[config.mk]
export PLATFORM = sky130hd
export DESIGN_NAME = aqs_sequencer
export DESIGN_NICKNAME = d
export VERILOG_FILES = /design/src/rtl/aqs_pkg.sv /design/src/rtl/aqs_down_counter.sv /design/src/rtl/aqs_sequencer.sv
export SDC_FILE = /design/constraint.sdc
export NUM_CORES = 2
export LEC_CHECK = 0
export BUFFER_PORTS_ARGS = -buffer_cell sky130_fd_sc_hd__clkbuf_2
export CORE_MARGIN = 5
export CORE_UTILIZATION = 60
export DETAILED_ROUTE_END_ITERATION = 12
export GPL_TIMING_DRIVEN = 1
export PLACE_DENSITY = 0.76
export SETUP_SLACK_MARGIN = 0.02
export SYNTH_ARGS = -nofsm -noshare
export SYNTH_HDL_FRONTEND = slang
export SYNTH_MEMORY_MAX_BITS = 65536
export SYNTH_SLANG_ARGS = --single-unit
[constraint.sdc]
create_clock -name clk -period 3.6 [get_ports clk]
set_input_delay 0 -clock clk [delete_from_list [all_inputs] [get_ports clk]]
set_output_delay 0 -clock clk [all_outputs]
set_load 0.01 [all_outputs]
[src/rtl/aqs_pkg.sv]
// shared constants and types for the acquisition sample sequencer
package aqs_pkg;
  // register bus widths
  localparam int AW = 4;
  localparam int DW = 16;
  // register word indices
  localparam logic [AW-1:0] REG_CMD = 4'h0;
  localparam logic [AW-1:0] REG_DATA = 4'h1;
  localparam logic [AW-1:0] REG_CTRL = 4'h2;
  localparam logic [AW-1:0] REG_STATUS = 4'h3;
  localparam logic [AW-1:0] REG_FIFO = 4'h4;
  localparam logic [AW-1:0] REG_CONV_CLEAR = 4'h5;
  localparam logic [AW-1:0] REG_START = 4'h6;
  localparam logic [AW-1:0] REG_CG_MEM = 4'h7;
  localparam logic [AW-1:0] REG_CG_LOAD = 4'h8;
  localparam logic [AW-1:0] REG_CG_CLEAR = 4'h9;
  // control register fields
  localparam int CTRL_W = 5;
  localparam int CTRL_CWS = 0;
  localparam int CTRL_EN = 1;
  localparam int CTRL_IGATE = 2;
  localparam int CTRL_EXTPACE = 3;
  localparam int CTRL_PRETRIG = 4;
  localparam logic [CTRL_W-1:0] CTRL_RST = 5'h00;
  // status register fields
  localparam int ST_NOT_EMPTY = 0;
  localparam int ST_OVFL_N = 1;
  localparam int ST_OVRN_N = 2;
  localparam int ST_DONE = 3;
  localparam int ST_ACTIVE = 4;
  // channel-gain entry fields
  localparam int CG_CH_HI = 7;
  localparam int CG_CH_LO = 4;
  localparam int CG_GAIN_HI = 3;
  localparam int CG_GAIN_LO = 1;
  // counter command codes
  localparam logic [DW-1:0] CMD_SEL_IV_MODE = 16'hff03;
  localparam logic [DW-1:0] CMD_SEL_LO_MODE = 16'hff04;
  localparam logic [DW-1:0] CMD_SEL_HI_MODE = 16'hff05;
  localparam logic [DW-1:0] CMD_SEL_IV_LOAD = 16'hff0b;
  localparam logic [DW-1:0] CMD_SEL_LO_LOAD = 16'hff0c;
  localparam logic [DW-1:0] CMD_SEL_HI_LOAD = 16'hff0d;
  localparam logic [DW-1:0] CMD_LOAD_IV = 16'hff44;
  localparam logic [DW-1:0] CMD_LOAD_LO = 16'hff48;
  localparam logic [DW-1:0] CMD_LOADARM_HI = 16'hff70;
  localparam logic [DW-1:0] CMD_STEP_IV = 16'hfff3;
  localparam logic [DW-1:0] CMD_STEP_LO = 16'hfff4;
  localparam logic [DW-1:0] CMD_ARM_IV = 16'hff24;
  localparam logic [DW-1:0] CMD_ARM_LO = 16'hff28;
  // storage depths
  localparam int FIFO_DEPTH_DEF = 256;
  localparam int CG_DEPTH_DEF = 16;
  // data register destination selected by the last select command
  typedef enum logic [2:0] {
    SEL_NONE = 3'h0, SEL_IV_MODE = 3'h1, SEL_IV_LOAD = 3'h2, SEL_LO_MODE = 3'h3,
    SEL_LO_LOAD = 3'h4, SEL_HI_MODE = 3'h5, SEL_HI_LOAD = 3'h6
  } aqs_dsel_t;
  // acquisition sequencer states
  typedef enum logic [2:0] {
    ST_IDLE = 3'b001, ST_PRE = 3'b010, ST_RUN = 3'b100
  } aqs_state_t;
endpackage : aqs_pkg

[src/rtl/aqs_down_counter.sv]
// one down counter with mode, load register, load, step and arm commands
`timescale 1ns/1ps
`default_nettype none
module aqs_down_counter #(
  parameter int W = 16
) (
  input wire logic clk,
  input wire logic rst,
  input wire logic mode_wr,
  input wire logic load_wr,
  input wire logic [W-1:0] wdata,
  input wire logic cmd_load,
  input wire logic cmd_step,
  input wire logic cmd_arm,
  input wire logic count_en,
  output logic [W-1:0] mode_q,
  output logic [W-1:0] load_q,
  output logic [W-1:0] count_q,
  output logic armed,
  output logic tc
);
  import aqs_pkg::*;

  // terminal count: an armed counter stepping from one to zero
  assign tc = armed && count_en && (count_q == {{(W-1){1'b0}}, 1'b1});

  // mode register holds what software wrote
  always_ff @(posedge clk) begin
    if (rst) begin
      mode_q <= '0;
    end else if (mode_wr) begin
      mode_q <= wdata;
    end
  end

  // load register; zero stands for a full wraparound period
  always_ff @(posedge clk) begin
    if (rst) begin
      load_q <= '0;
    end else if (load_wr) begin
      load_q <= wdata;
    end
  end

  // count: load beats step beats counting, reload at terminal count
  always_ff @(posedge clk) begin
    if (rst) begin
      count_q <= '0;
    end else if (cmd_load) begin
      count_q <= load_q;
    end else if (cmd_step) begin
      count_q <= count_q - 1'b1;
    end else if (tc) begin
      count_q <= load_q;
    end else if (armed && count_en) begin
      count_q <= count_q - 1'b1;
    end
  end

  // arm stays set so the run can be retriggered
  always_ff @(posedge clk) begin
    if (rst) begin
      armed <= 1'b0;
    end else if (cmd_arm) begin
      armed <= 1'b1;
    end
  end
endmodule : aqs_down_counter
`default_nettype wire

[src/rtl/aqs_sequencer.sv]
// acquisition sample sequencer: counters, triggers, pacing, result fifo, error flags
//
// Contract
// host uses sample counts 2..65536, zero means 65536
// FF04 and FF0C select low mode, load
// FF48 loads, FFF4 steps, FF28 arms low counter
// host writes mode 1025 to low counter
// single mode ends at low counter zero
// chained: high steps per low zero, ends both
// chained low load is low bits minus one
// chained low load register then written zero
// FF05, FF0D select high; FF70 loads and arms
// high load is upper bits, maybe plus one
// host clears fifo, then loads channel-gain entry
// enable bit lets a trigger start conversions
// start strobe write acts as software trigger
// external trigger low pulse starts acquisition
// one conversion per interval until count zero
// error flag clear means acquisition halted
// host polls status and reads fifo
// external pacing falls start conversions after trigger
// external pacing stops at sample count zero
// pretrigger: second trigger starts sample counting
// host programs level gating for pretrigger
// entry bits 7:4 channel, 3:1 gain
// fifo overflow past depth clears overflow flag
// conversion while busy clears overrun flag
// clear strobe resets flags, fifo, done
// conversions pass only while enabled and running
//
// The address map and the strobed register port are this design's own decisions.
`timescale 1ns/1ps
`default_nettype none
module aqs_sequencer #(
  parameter int FIFO_DEPTH = aqs_pkg::FIFO_DEPTH_DEF,
  parameter int CG_DEPTH = aqs_pkg::CG_DEPTH_DEF
) (
  input wire logic clk,
  input wire logic rst,
  input wire logic [aqs_pkg::AW-1:0] addr,
  input wire logic [aqs_pkg::DW-1:0] wdata,
  input wire logic wr,
  input wire logic rd,
  output logic [aqs_pkg::DW-1:0] rdata,
  input wire logic external_trigger_input_n,
  input wire logic external_conversion_input_n,
  input wire logic external_gate_input_n,
  input wire logic converter_busy,
  input wire logic result_valid,
  input wire logic [aqs_pkg::DW-1:0] result_data,
  output logic conv_start,
  output logic [3:0] mux_channel,
  output logic [2:0] mux_gain
);
  import aqs_pkg::*;

  localparam int FAW = $clog2(FIFO_DEPTH);
  localparam int CAW = $clog2(CG_DEPTH);

  logic [DW-1:0] rdata_reg;
  logic [CTRL_W-1:0] ctrl_reg;
  aqs_dsel_t dsel_reg;
  aqs_state_t state_reg, state_next;
  logic trig_s1, trig_s2, trig_s3, conv_s1, conv_s2, conv_s3, gate_s1, gate_s2;
  logic ovfl_reg, ovrn_reg, done_reg, conv_start_reg;
  logic [DW-1:0] fifo_mem [FIFO_DEPTH];
  logic [FAW-1:0] fifo_wp_reg, fifo_rp_reg;
  logic [FAW:0] fifo_cnt_reg;
  logic [CG_DEPTH_DEF > 0 ? 6 : 6:0] cg_mem [CG_DEPTH];
  logic [CAW:0] cg_wp_reg;
  logic [CAW-1:0] cg_rp_reg;
  logic [6:0] cg_out_reg;
  logic cmd_wr, data_wr, clear_wr, start_wr, fifo_rd;
  logic trig_evt, conv_fall, running, gated, conv_want, conv_go, ovrn_evt, ovfl_evt;
  logic term_evt, halt, err_any, fifo_full, fifo_pop, fifo_push, cg_adv;
  logic [DW-1:0] iv_mode, iv_load, iv_cnt, lo_mode, lo_load, lo_cnt, hi_mode, hi_load, hi_cnt;
  logic iv_armed, lo_armed, hi_armed, iv_tc, lo_tc, hi_tc;

  // bus strobes decoded from the address
  assign cmd_wr = wr && (addr == REG_CMD);
  assign data_wr = wr && (addr == REG_DATA);
  assign clear_wr = wr && (addr == REG_CONV_CLEAR);
  assign start_wr = wr && (addr == REG_START);
  assign fifo_rd = rd && (addr == REG_FIFO);
  assign rdata = rdata_reg;
  assign conv_start = conv_start_reg;
  assign mux_channel = cg_out_reg[6:3];
  assign mux_gain = cg_out_reg[2:0];

  // pin inputs pass two flops, the third only feeds edge detection
  always_ff @(posedge clk) begin
    if (rst) begin
      {trig_s1, trig_s2, trig_s3} <= 3'h7;
      {conv_s1, conv_s2, conv_s3} <= 3'h7;
      {gate_s1, gate_s2} <= 2'h3;
    end else begin
      {trig_s1, trig_s2, trig_s3} <= {external_trigger_input_n, trig_s1, trig_s2};
      {conv_s1, conv_s2, conv_s3} <= {external_conversion_input_n, conv_s1, conv_s2};
      {gate_s1, gate_s2} <= {external_gate_input_n, gate_s1};
    end
  end

  // control register: width select, enable, gates, pacing, pretrigger
  always_ff @(posedge clk) begin
    if (rst) begin
      ctrl_reg <= CTRL_RST;
    end else if (wr && (addr == REG_CTRL)) begin
      ctrl_reg <= wdata[CTRL_W-1:0];
    end
  end

  // command writes pick the destination of later data writes
  always_ff @(posedge clk) begin
    if (rst) begin
      dsel_reg <= SEL_NONE;
    end else if (cmd_wr) begin
      case (wdata)
        CMD_SEL_IV_MODE: dsel_reg <= SEL_IV_MODE;
        CMD_SEL_IV_LOAD: dsel_reg <= SEL_IV_LOAD;
        CMD_SEL_LO_MODE: dsel_reg <= SEL_LO_MODE;
        CMD_SEL_LO_LOAD: dsel_reg <= SEL_LO_LOAD;
        CMD_SEL_HI_MODE: dsel_reg <= SEL_HI_MODE;
        CMD_SEL_HI_LOAD: dsel_reg <= SEL_HI_LOAD;
        default: dsel_reg <= dsel_reg;
      endcase
    end
  end

  // sample-interval counter, clocked by the system clock as timebase
  aqs_down_counter #(.W(DW)) u_iv (
    .clk(clk), .rst(rst),
    .mode_wr(data_wr && dsel_reg == SEL_IV_MODE), .load_wr(data_wr && dsel_reg == SEL_IV_LOAD),
    .wdata(wdata), .cmd_load(cmd_wr && wdata == CMD_LOAD_IV), .cmd_step(cmd_wr && wdata == CMD_STEP_IV),
    .cmd_arm(cmd_wr && wdata == CMD_ARM_IV), .count_en(running && !ctrl_reg[CTRL_EXTPACE]),
    .mode_q(iv_mode), .load_q(iv_load), .count_q(iv_cnt), .armed(iv_armed), .tc(iv_tc)
  );

  // low sample counter counts only issued conversions after the counting trigger
  aqs_down_counter #(.W(DW)) u_lo (
    .clk(clk), .rst(rst),
    .mode_wr(data_wr && dsel_reg == SEL_LO_MODE), .load_wr(data_wr && dsel_reg == SEL_LO_LOAD),
    .wdata(wdata), .cmd_load(cmd_wr && wdata == CMD_LOAD_LO), .cmd_step(cmd_wr && wdata == CMD_STEP_LO),
    .cmd_arm(cmd_wr && wdata == CMD_ARM_LO), .count_en(conv_go && state_reg == ST_RUN),
    .mode_q(lo_mode), .load_q(lo_load), .count_q(lo_cnt), .armed(lo_armed), .tc(lo_tc)
  );

  // high sample counter steps on each low terminal count when chained
  aqs_down_counter #(.W(DW)) u_hi (
    .clk(clk), .rst(rst),
    .mode_wr(data_wr && dsel_reg == SEL_HI_MODE), .load_wr(data_wr && dsel_reg == SEL_HI_LOAD),
    .wdata(wdata), .cmd_load(cmd_wr && wdata == CMD_LOADARM_HI), .cmd_step(1'b0),
    .cmd_arm(cmd_wr && wdata == CMD_LOADARM_HI), .count_en(lo_tc && ctrl_reg[CTRL_CWS]),
    .mode_q(hi_mode), .load_q(hi_load), .count_q(hi_cnt), .armed(hi_armed), .tc(hi_tc)
  );

  // triggers, pacing and termination
  assign trig_evt = start_wr || (trig_s3 && !trig_s2);
  assign conv_fall = conv_s3 && !conv_s2;
  assign running = (state_reg != ST_IDLE);
  assign gated = ctrl_reg[CTRL_IGATE] || !gate_s2;
  assign conv_want = running && ctrl_reg[CTRL_EN] && !gated
                     && (ctrl_reg[CTRL_EXTPACE] ? conv_fall : iv_tc);
  assign ovrn_evt = conv_want && converter_busy;
  assign conv_go = conv_want && !converter_busy;
  assign term_evt = ctrl_reg[CTRL_CWS] ? hi_tc : (lo_tc && !ctrl_reg[CTRL_CWS]);
  assign fifo_full = (fifo_cnt_reg == (FAW+1)'(FIFO_DEPTH));
  assign fifo_pop = fifo_rd && (fifo_cnt_reg != '0);
  assign fifo_push = result_valid && !fifo_full;
  assign ovfl_evt = result_valid && fifo_full;
  assign err_any = ovfl_reg || ovrn_reg;
  assign halt = clear_wr || ovrn_evt || ovfl_evt || !ctrl_reg[CTRL_EN];

  // sequencer next state
  always_comb begin
    state_next = state_reg;
    case (state_reg)
      ST_IDLE: begin
        if (trig_evt && ctrl_reg[CTRL_EN] && !err_any && !halt) begin
          state_next = ctrl_reg[CTRL_PRETRIG] ? ST_PRE : ST_RUN;
        end
      end
      ST_PRE: begin
        if (halt) begin
          state_next = ST_IDLE;
        end else if (trig_evt) begin
          state_next = ST_RUN;
        end
      end
      ST_RUN: begin
        if (halt || term_evt) begin
          state_next = ST_IDLE;
        end
      end
      default: state_next = ST_IDLE;
    endcase
  end

  // sequencer state register
  always_ff @(posedge clk) begin
    if (rst) begin
      state_reg <= ST_IDLE;
    end else begin
      state_reg <= state_next;
    end
  end

  // conversion start pulse to the converter
  always_ff @(posedge clk) begin
    if (rst) begin
      conv_start_reg <= 1'b0;
    end else begin
      conv_start_reg <= conv_go;
    end
  end

  // error and done flags; a set in the clearing cycle wins
  always_ff @(posedge clk) begin
    if (rst) begin
      ovfl_reg <= 1'b0;
      ovrn_reg <= 1'b0;
      done_reg <= 1'b0;
    end else begin
      ovfl_reg <= ovfl_evt || (ovfl_reg && !clear_wr);
      ovrn_reg <= ovrn_evt || (ovrn_reg && !clear_wr);
      done_reg <= (term_evt && state_reg == ST_RUN) || (done_reg && !clear_wr);
    end
  end

  // result fifo storage
  always_ff @(posedge clk) begin
    if (fifo_push) begin
      fifo_mem[fifo_wp_reg] <= result_data;
    end
  end

  // result fifo pointers; clear empties it
  always_ff @(posedge clk) begin
    if (rst || clear_wr) begin
      fifo_wp_reg <= '0;
      fifo_rp_reg <= '0;
      fifo_cnt_reg <= '0;
    end else begin
      fifo_wp_reg <= fifo_wp_reg + FAW'(fifo_push);
      fifo_rp_reg <= fifo_rp_reg + FAW'(fifo_pop);
      fifo_cnt_reg <= fifo_cnt_reg + (FAW+1)'(fifo_push) - (FAW+1)'(fifo_pop);
    end
  end

  // channel-gain memory entries, appended after a memory clear
  always_ff @(posedge clk) begin
    if (wr && addr == REG_CG_MEM && cg_wp_reg < (CAW+1)'(CG_DEPTH)) begin
      cg_mem[cg_wp_reg[CAW-1:0]] <= wdata[CG_CH_HI:CG_GAIN_LO];
    end
  end

  // channel-gain pointers; each conversion steps to the next entry
  assign cg_adv = conv_go && (cg_wp_reg > (CAW+1)'(1));
  always_ff @(posedge clk) begin
    if (rst || (wr && addr == REG_CG_CLEAR)) begin
      cg_wp_reg <= '0;
      cg_rp_reg <= '0;
      cg_out_reg <= '0;
    end else begin
      if (wr && addr == REG_CG_MEM && cg_wp_reg < (CAW+1)'(CG_DEPTH)) begin
        cg_wp_reg <= cg_wp_reg + 1'b1;
      end
      if (wr && addr == REG_CG_LOAD) begin
        cg_rp_reg <= '0;
        cg_out_reg <= cg_mem[0];
      end else if (cg_adv) begin
        cg_rp_reg <= ({1'b0, cg_rp_reg} + 1'b1 == cg_wp_reg) ? '0 : cg_rp_reg + 1'b1;
        cg_out_reg <= cg_mem[({1'b0, cg_rp_reg} + 1'b1 == cg_wp_reg) ? '0 : cg_rp_reg + 1'b1];
      end
    end
  end

  // read data one cycle after the read strobe, zero elsewhere
  always_ff @(posedge clk) begin
    if (rst || !rd) begin
      rdata_reg <= '0;
    end else begin
      case (addr)
        REG_DATA: begin
          case (dsel_reg)
            SEL_IV_MODE: rdata_reg <= iv_mode;
            SEL_IV_LOAD: rdata_reg <= iv_load;
            SEL_LO_MODE: rdata_reg <= lo_mode;
            SEL_LO_LOAD: rdata_reg <= lo_load;
            SEL_HI_MODE: rdata_reg <= hi_mode;
            SEL_HI_LOAD: rdata_reg <= hi_load;
            default: rdata_reg <= '0;
          endcase
        end
        REG_CTRL: rdata_reg <= {{(DW-CTRL_W){1'b0}}, ctrl_reg};
        REG_STATUS: begin
          rdata_reg <= '0;
          rdata_reg[ST_NOT_EMPTY] <= (fifo_cnt_reg != '0);
          rdata_reg[ST_OVFL_N] <= !ovfl_reg;
          rdata_reg[ST_OVRN_N] <= !ovrn_reg;
          rdata_reg[ST_DONE] <= done_reg;
          rdata_reg[ST_ACTIVE] <= running;
        end
        REG_FIFO: rdata_reg <= (fifo_cnt_reg != '0) ? fifo_mem[fifo_rp_reg] : '0;
        default: rdata_reg <= '0;
      endcase
    end
  end
endmodule : aqs_sequencer
`default_nettype wire

# Word level (Yosys, flattened, before mapping)
# Memory sizes are Yosys's and may differ from the RTL's. A register that Yosys moved wholly into a read port is not among the register bits.
# Cells that the tools add are included.
dict set report totals {
  in_bits 45
  register_bits 227
  ram_bits 4208
  n_memories 2
  output_inout_bits 24
}
dict set report classes {
  addsub 10
  magnitude_cmp 2
  eq_ne 40
  n_reduce_logical 89
  n_mux 31
}
# name words width rd rd_clocked_by_memory_dff wr line
set memory_table {}
lappend memory_table {fifo_mem 256 16 1 1 1 aqs_sequencer.sv:66} ;# logic [DW-1:0] fifo_mem [FIFO_DEPTH];
lappend memory_table {cg_mem 16 7 2 0 1 aqs_sequencer.sv:69} ;# logic [CG_DEPTH_DEF > 0 ? 6 : 6:0] cg_mem [CG_DEPTH];
# cell count
set ops {}
lappend ops {{== test 16 bit, second input constant} 13}
lappend ops {{2-to-1 mux 16 bit} 12}
lappend ops {{case mux 16 bit (6 select lines)} 1}
lappend ops {{case mux 16 bit (4 select lines)} 1}
lappend ops {{logical AND 1 bit} 51}
lappend ops {{== test 16 x 1 -> 1 bit, second input constant} 3}
lappend ops {{subtractor 16 x 1 -> 16 bit, second input constant} 3}
lappend ops {{case mux 3 bit (6 select lines)} 1}
lappend ops {{adder 8 x 1 -> 8 bit} 2}
lappend ops {{== test 4 x 3 -> 1 bit, second input constant} 4}
lappend ops {{logical NOT 1 bit} 15}
lappend ops {{2-to-1 mux 3 bit} 5}
lappend ops {{2-to-1 mux 7 bit} 2}
lappend ops {{logical OR 1 bit} 13}
lappend ops {{== test 3 bit, second input constant} 4}
lappend ops {{adder 9 x 1 -> 9 bit} 1}
lappend ops {{== test 3 x 2 -> 1 bit, second input constant} 3}
lappend ops {{== test 9 bit, second input constant} 1}
lappend ops {{case mux 3 bit (3 select lines)} 1}
lappend ops {{nonzero test 9 bit} 1}
lappend ops {{subtractor 9 x 1 -> 9 bit} 1}
lappend ops {{== test 4 x 2 -> 1 bit, second input constant} 2}
lappend ops {{== test 4 bit, second input constant} 2}
lappend ops {{2-to-1 mux 8 bit} 1}
lappend ops {{other kinds (21)} 29}

# Logic depth before layout (Yosys ltp)
dict set report depth {
  ltp_word 17
  mapped_depth 19
}

# By module
# A second synthesis with hierarchy kept.
dict set report unflattened {
  hier_cells 8743
  area_unflattened_um2 173507.7
}
# mod n_inst cells_each area_each_um2 seq_area_each_um2
set by_module_without_submodules {}
lappend by_module_without_submodules {aqs_sequencer 1 7996 166736.2 127962.7}
lappend by_module_without_submodules {aqs_down_counter 3 249 2257.2 980.9}

# Least setup slack after synthesis
# Ideal clock, no wire load.
dict set report synth_path {
  path_kind {reg2reg}
  startpoint {register fifo_cnt_reg[4]}
  endpoint {register fifo_cnt_reg[8]}
  setup_time_ns 0.132
  t_arrival_ns 3.154
  synth_period_minus_slack_ns 3.287
  t_required_ns 3.468
  stages_incl_launch_ff 20
  slack_ns 0.313
  n_path_buf 0
  path_cell_list {dfxtp_1 -> inv_1 -> ha_1 -> nand2_1 -> nor4_1 -> nor2_1 -> and2_1 -> ha_1 -> inv_1 -> ha_1 -> inv_1 -> fa_1 -> nand2b_1 -> a21oi_1 -> o21ai_0 -> a21oi_1 -> o21ai_0 -> a21oi_1 -> or3_1 -> a21oi_1}
}
dict set report synth_via {
  elab_chain_cells 5
}
# element line
set synth_rtl {}
lappend synth_rtl {{start, declared} aqs_sequencer.sv:68} ;# logic [FAW:0] fifo_cnt_reg;
lappend synth_rtl {{start signal, assigned} aqs_sequencer.sv:245} ;# fifo_cnt_reg <= fifo_cnt_reg + (FAW+1)'(fifo_push) - (FAW+1)'(fifo_pop);
lappend synth_rtl {{== test 9 bit} aqs_sequencer.sv:166} ;# assign fifo_full = (fifo_cnt_reg == (FAW+1)'(FIFO_DEPTH));
lappend synth_rtl {{logical NOT 1 bit} aqs_sequencer.sv:168} ;# assign fifo_push = result_valid && !fifo_full;
lappend synth_rtl {{logical AND 1 bit} aqs_sequencer.sv:168}
lappend synth_rtl {{adder 9 x 1 -> 9 bit} aqs_sequencer.sv:245}
lappend synth_rtl {{subtractor 9 x 1 -> 9 bit (*)} aqs_sequencer.sv:245}
# Every way passes the cells marked *; elsewhere a longest branch is shown, timed or not.
# A chain may end at the register's enable or synchronous reset.

==> results by stage <==
Job:
- The count of max-cap constraint violations is 0.

Detailed routing:
- After detailed routing, the number of remaining DRC violations is 0.
- The first detailed-routing pass took 7 iterations.
- The detail route stage leaves a number of antenna-violating nets equal to 0.
- Wires add up to 515.2 mm.
- The routed layout has 99490 vias.
- In the routed layout, each cell is associated on average with a via count of 7.038.
- In this run, the number of DRC markers left after iteration 0 of detailed routing was 17400.
- Dividing the detail-routed wire length by the instance count gives 36.45 um.

Logic synthesis:
- In the post-synthesis netlist, the cell with the most instances is sky130_fd_sc_hd__edfxtp_1.
- Synthesis instantiated 90 different standard cells from the library.
- The proportion of netlist area held by the largest area contributor is 0.7295.
- The post-synth net total is 9126.
- The post-synthesis sequential area ratio is 0.7557.
- The predominant post-synthesis flop cell is sky130_fd_sc_hd__edfxtp_1.
- The synthesized design contains 4208 enable-type register cells.
- After synthesis the netlist holds a flip-flop and latch count of 4435.
- For this run, the number of Yosys warnings is 0.
- The dominant combinational cell family by area after synthesis is multiplexers.
- In this run the mean area of a mapped cell was 19.13 um2.
- The leading area contributor after synthesis is sky130_fd_sc_hd__edfxtp_1.
- The post-synthesis share of cell area spent on full adders, half adders and majority gates is 0.002066.
- Of the total synthesized cell area, the portion taken by AND, OR, NAND and NOR gates is 0.03500.
- The synthesized area is 0.1732 mm2.
- Sorting the synthesized cells by how often they occur yields sky130_fd_sc_hd__edfxtp_1, sky130_fd_sc_hd__mux4_2, sky130_fd_sc_hd__mux2i_1, sky130_fd_sc_hd__nor2_1, sky130_fd_sc_hd__nand2_1.
- The portion of synthesized area spent on multiplexers is 0.1465.
- The post-synthesis instance total is 9053.
- The compound-gate portion of the synthesized area is 0.04377.
- Yosys attributes the largest share of cell area to sky130_fd_sc_hd__edfxtp_1, sky130_fd_sc_hd__mux4_2, sky130_fd_sc_hd__mux2i_1.
- Counting flops with an async set or reset pin after synthesis yields a share of 0.
- The xor and xnor area share after synthesis is 0.001416.

Global routing:
- The initial antenna violation count is 32.
- The via count of the first global-routing pass was 97620.
- The total overflow left after global routing is 0.
- For this run, the total global-route usage over all layers was measured as 0.3404.
- Entering global routing, the biggest net connects 153 pins.
- The first global-routing pass estimated 725.5 mm of wire.

STA:
- The clock skew is 0.09393 ns.
- The final count of pins violating max slew is 0.
- The number of setup violations in the final report is 2.
- After layout, the worst setup slack is -0.03344 ns.
- Derived from the worst setup path, the maximum achievable clock frequency is 0.2752 GHz.
- The tightest hold margin is 0.03487 ns.
- The final number of hold-violating endpoints was 0.
- After layout, the minimum clock period comes to 3.633 ns.
- The relative max-transition margin is 0.06162.
- For the pin with the worst max-slew slack, the measured transition is 1.406 ns.
- Dividing the final minimum period by the clock period gives 1.009.

Critical path:
- The required time of the worst setup path is 4.57 ns.
- The category of the most critical setup path is flop to flop.
- The worst setup path is launched from a flop.
- The worst setup path is captured at a flop.
- The endpoint arrival time on the critical path is 4.60 ns.
- The maximum fanout along the worst path is 20.

Clock network:
- For the worst-skew pair, the clock arrives at the later sink with an insertion delay of 1.03 ns.
- The H-tree was split into 5 levels.
- The number of buffers on the longest clock path is 4.
- Buffers inserted during clock tree synthesis total 428.
- CTS saw 4435 sinks.
- The cell sitting at the root of the clock tree is a sky130_fd_sc_hd__clkbuf_16.
- The clock tree from TritonCTS is yes.
- The clock-pin slew on the worst setup and hold paths is 0.06 ns.

Die:
- The starting density of the core is 0.6022.
- The boundary pin count is 69.
- The total die area is 0.2995 mm2.
- The die is 547.3 um tall.
- The number of rows created at floorplan is 197.
- The width of the die is 547.3 um.
- The total area inside the core boundary comes to 0.2877 mm2.

Status:
- The checks that failed: negative setup slack.
- The run finished, with violations left.

Cells and area:
- The synthesis-to-layout area growth is 15.04%.
- The final design area excluding fillers is 0.1993 mm2.
- The number of nets at the end of the flow is 10040.
- Of the cells placed in the final design, the portion with a size suffix greater than 1 is 0.2507.
- The flip-flop count of the largest register after layout is 4096.
- The count of filler cells inserted in the layout is 17120.
- The largest register by flop count is fifo_mem.

Pwr:
- Total power for the finished layout comes to 104.6 mW.
- The ratio of total power to cell area is 525.1 mW/mm2.
- The worst ir drop on vdd is 0.0005051 V.
- The static leakage is 62.46 nW.

Placed design:
- The HPWL after detailed placement is 312.9 mm.
- The congestion estimate from routability-driven global placement came to 0.9530.
- The cell area after placement is 0.1840 mm2.
- The count of port buffers added during placement is 68.
- The placement-stage worst setup slack is -0.1932 ns.

Hold path:
- The class of the worst hold path is input port to flop.
## layer usage
metal | up-vias | routed length (um) | track usage | share of wire
li1 | 38890 | - | - | -
met1 | 50280 | 170400 | 0.4542 | 0.33
met2 | 8617 | 233000 | 0.5076 | 0.45
met3 | 1671 | 78380 | 0.1113 | 0.15
met4 | 30 | 32960 | 0.1767 | 0.064
met5 | - | 483 | 0.006964 | 0.00094
## power breakdown
group | switching (mW) | internal, mW | leakage, nW
sequential | 0.0638 | 56.5 | 39.7
combinational | 2.08 | 1.01 | 15.9
clock | 19.7 | 25.3 | 6.88
## final timing paths
path,slack (ns),to,from,cells past startpoint
max,-0.03,rdata[4],fifo_rp_reg[3],11
max reg2reg,-0.03,rdata[4],fifo_rp_reg[3],11
min reg2reg,0.43,conv_s2,conv_s1,1
min,0.03,fifo_mem[162][14],result_data[14],2
## stage by stage
stage                      TNS [ns]  utilization  std cells
final                      -0.03467       0.6927      14140
after global routing      -0.005715       0.6926      14120
after global placement      -0.4479       0.6397      13220
after CTS                         0       0.6918      14110
after floorplan                   0            -       9053
after detailed placement    -0.4998       0.6397      13220
## kinds of logic after synthesis
kind of cell	count (synthesis)
buffers and inverters	589
and+or+nand+nor	1371
muxes	1466
adders and majority gates	28
xor gates and xnor gates	28
AOI/OAI and AO/OA	1136
DFF	4435
## cells in the final DEF (no fill, tap or decap), types with 71 or more instances in the layout
cell type                       count
sky130_fd_sc_hd__edfxtp_1        4208
sky130_fd_sc_hd__mux4_2           853
sky130_fd_sc_hd__buf_4            765
sky130_fd_sc_hd__mux2i_1          581
sky130_fd_sc_hd__nand2_1          474
sky130_fd_sc_hd__nor2_1           464
sky130_fd_sc_hd__clkbuf_16        433
sky130_fd_sc_hd__a21oi_1          299
sky130_fd_sc_hd__dfxtp_1          217
sky130_fd_sc_hd__o21ai_0          130
sky130_fd_sc_hd__a221oi_1         117
sky130_fd_sc_hd__buf_12           110
sky130_fd_sc_hd__clkinv_2         106
sky130_fd_sc_hd__clkinv_1         101
sky130_fd_sc_hd__o22ai_1           91
sky130_fd_sc_hd__nand3_1           87
sky130_fd_sc_hd__nor3_1            73
sky130_fd_sc_hd__a22oi_1           73
sky130_fd_sc_hd__clkbuf_1          73
sky130_fd_sc_hd__dlygate4sd3_1     73
sky130_fd_sc_hd__a211oi_1          71
## timing repair
action / in CTS / in global routing
setup endpoints to repair: 11 / 13
hold buffers: 73 / 0
pin swaps: 1 / 3
buffers inserted: 13 / 4
gates resized for setup: 8 / 33
gates cloned: 0 / 1
hold endpoints to repair: 2446 / 0
## worst max-delay path, stage by stage, from the launching register on
cell and delay (ns):
sky130_fd_sc_hd__dfxtp_4 0.74, sky130_fd_sc_hd__buf_4 0.28, sky130_fd_sc_hd__buf_4 0.24, sky130_fd_sc_hd__or2_1 0.17, sky130_fd_sc_hd__buf_4 0.29, sky130_fd_sc_hd__o32ai_1 0.12
sky130_fd_sc_hd__a221o_1 0.32, sky130_fd_sc_hd__a31oi_1 0.31, sky130_fd_sc_hd__o2bb2ai_1 0.20, sky130_fd_sc_hd__nand2_1 0.10, sky130_fd_sc_hd__a21oi_1 0.50, sky130_fd_sc_hd__a221o_1 0.24
## final cells by class
type,count,area (um2),share of cell area
flip-flops and latches,4435,130900,0.6571
clock buffers,513,11190,0.05618
well taps,3781,4731,0.02374
inverters,44,181.4,0.0009104
clock inverters,292,2875,0.01443
diodes,17,42.54,0.0002135
multi-input cells,4029,39990,0.2007
repair buffers,1025,9320,0.04677
Note: power is estimated with default switching activity, not from simulation.
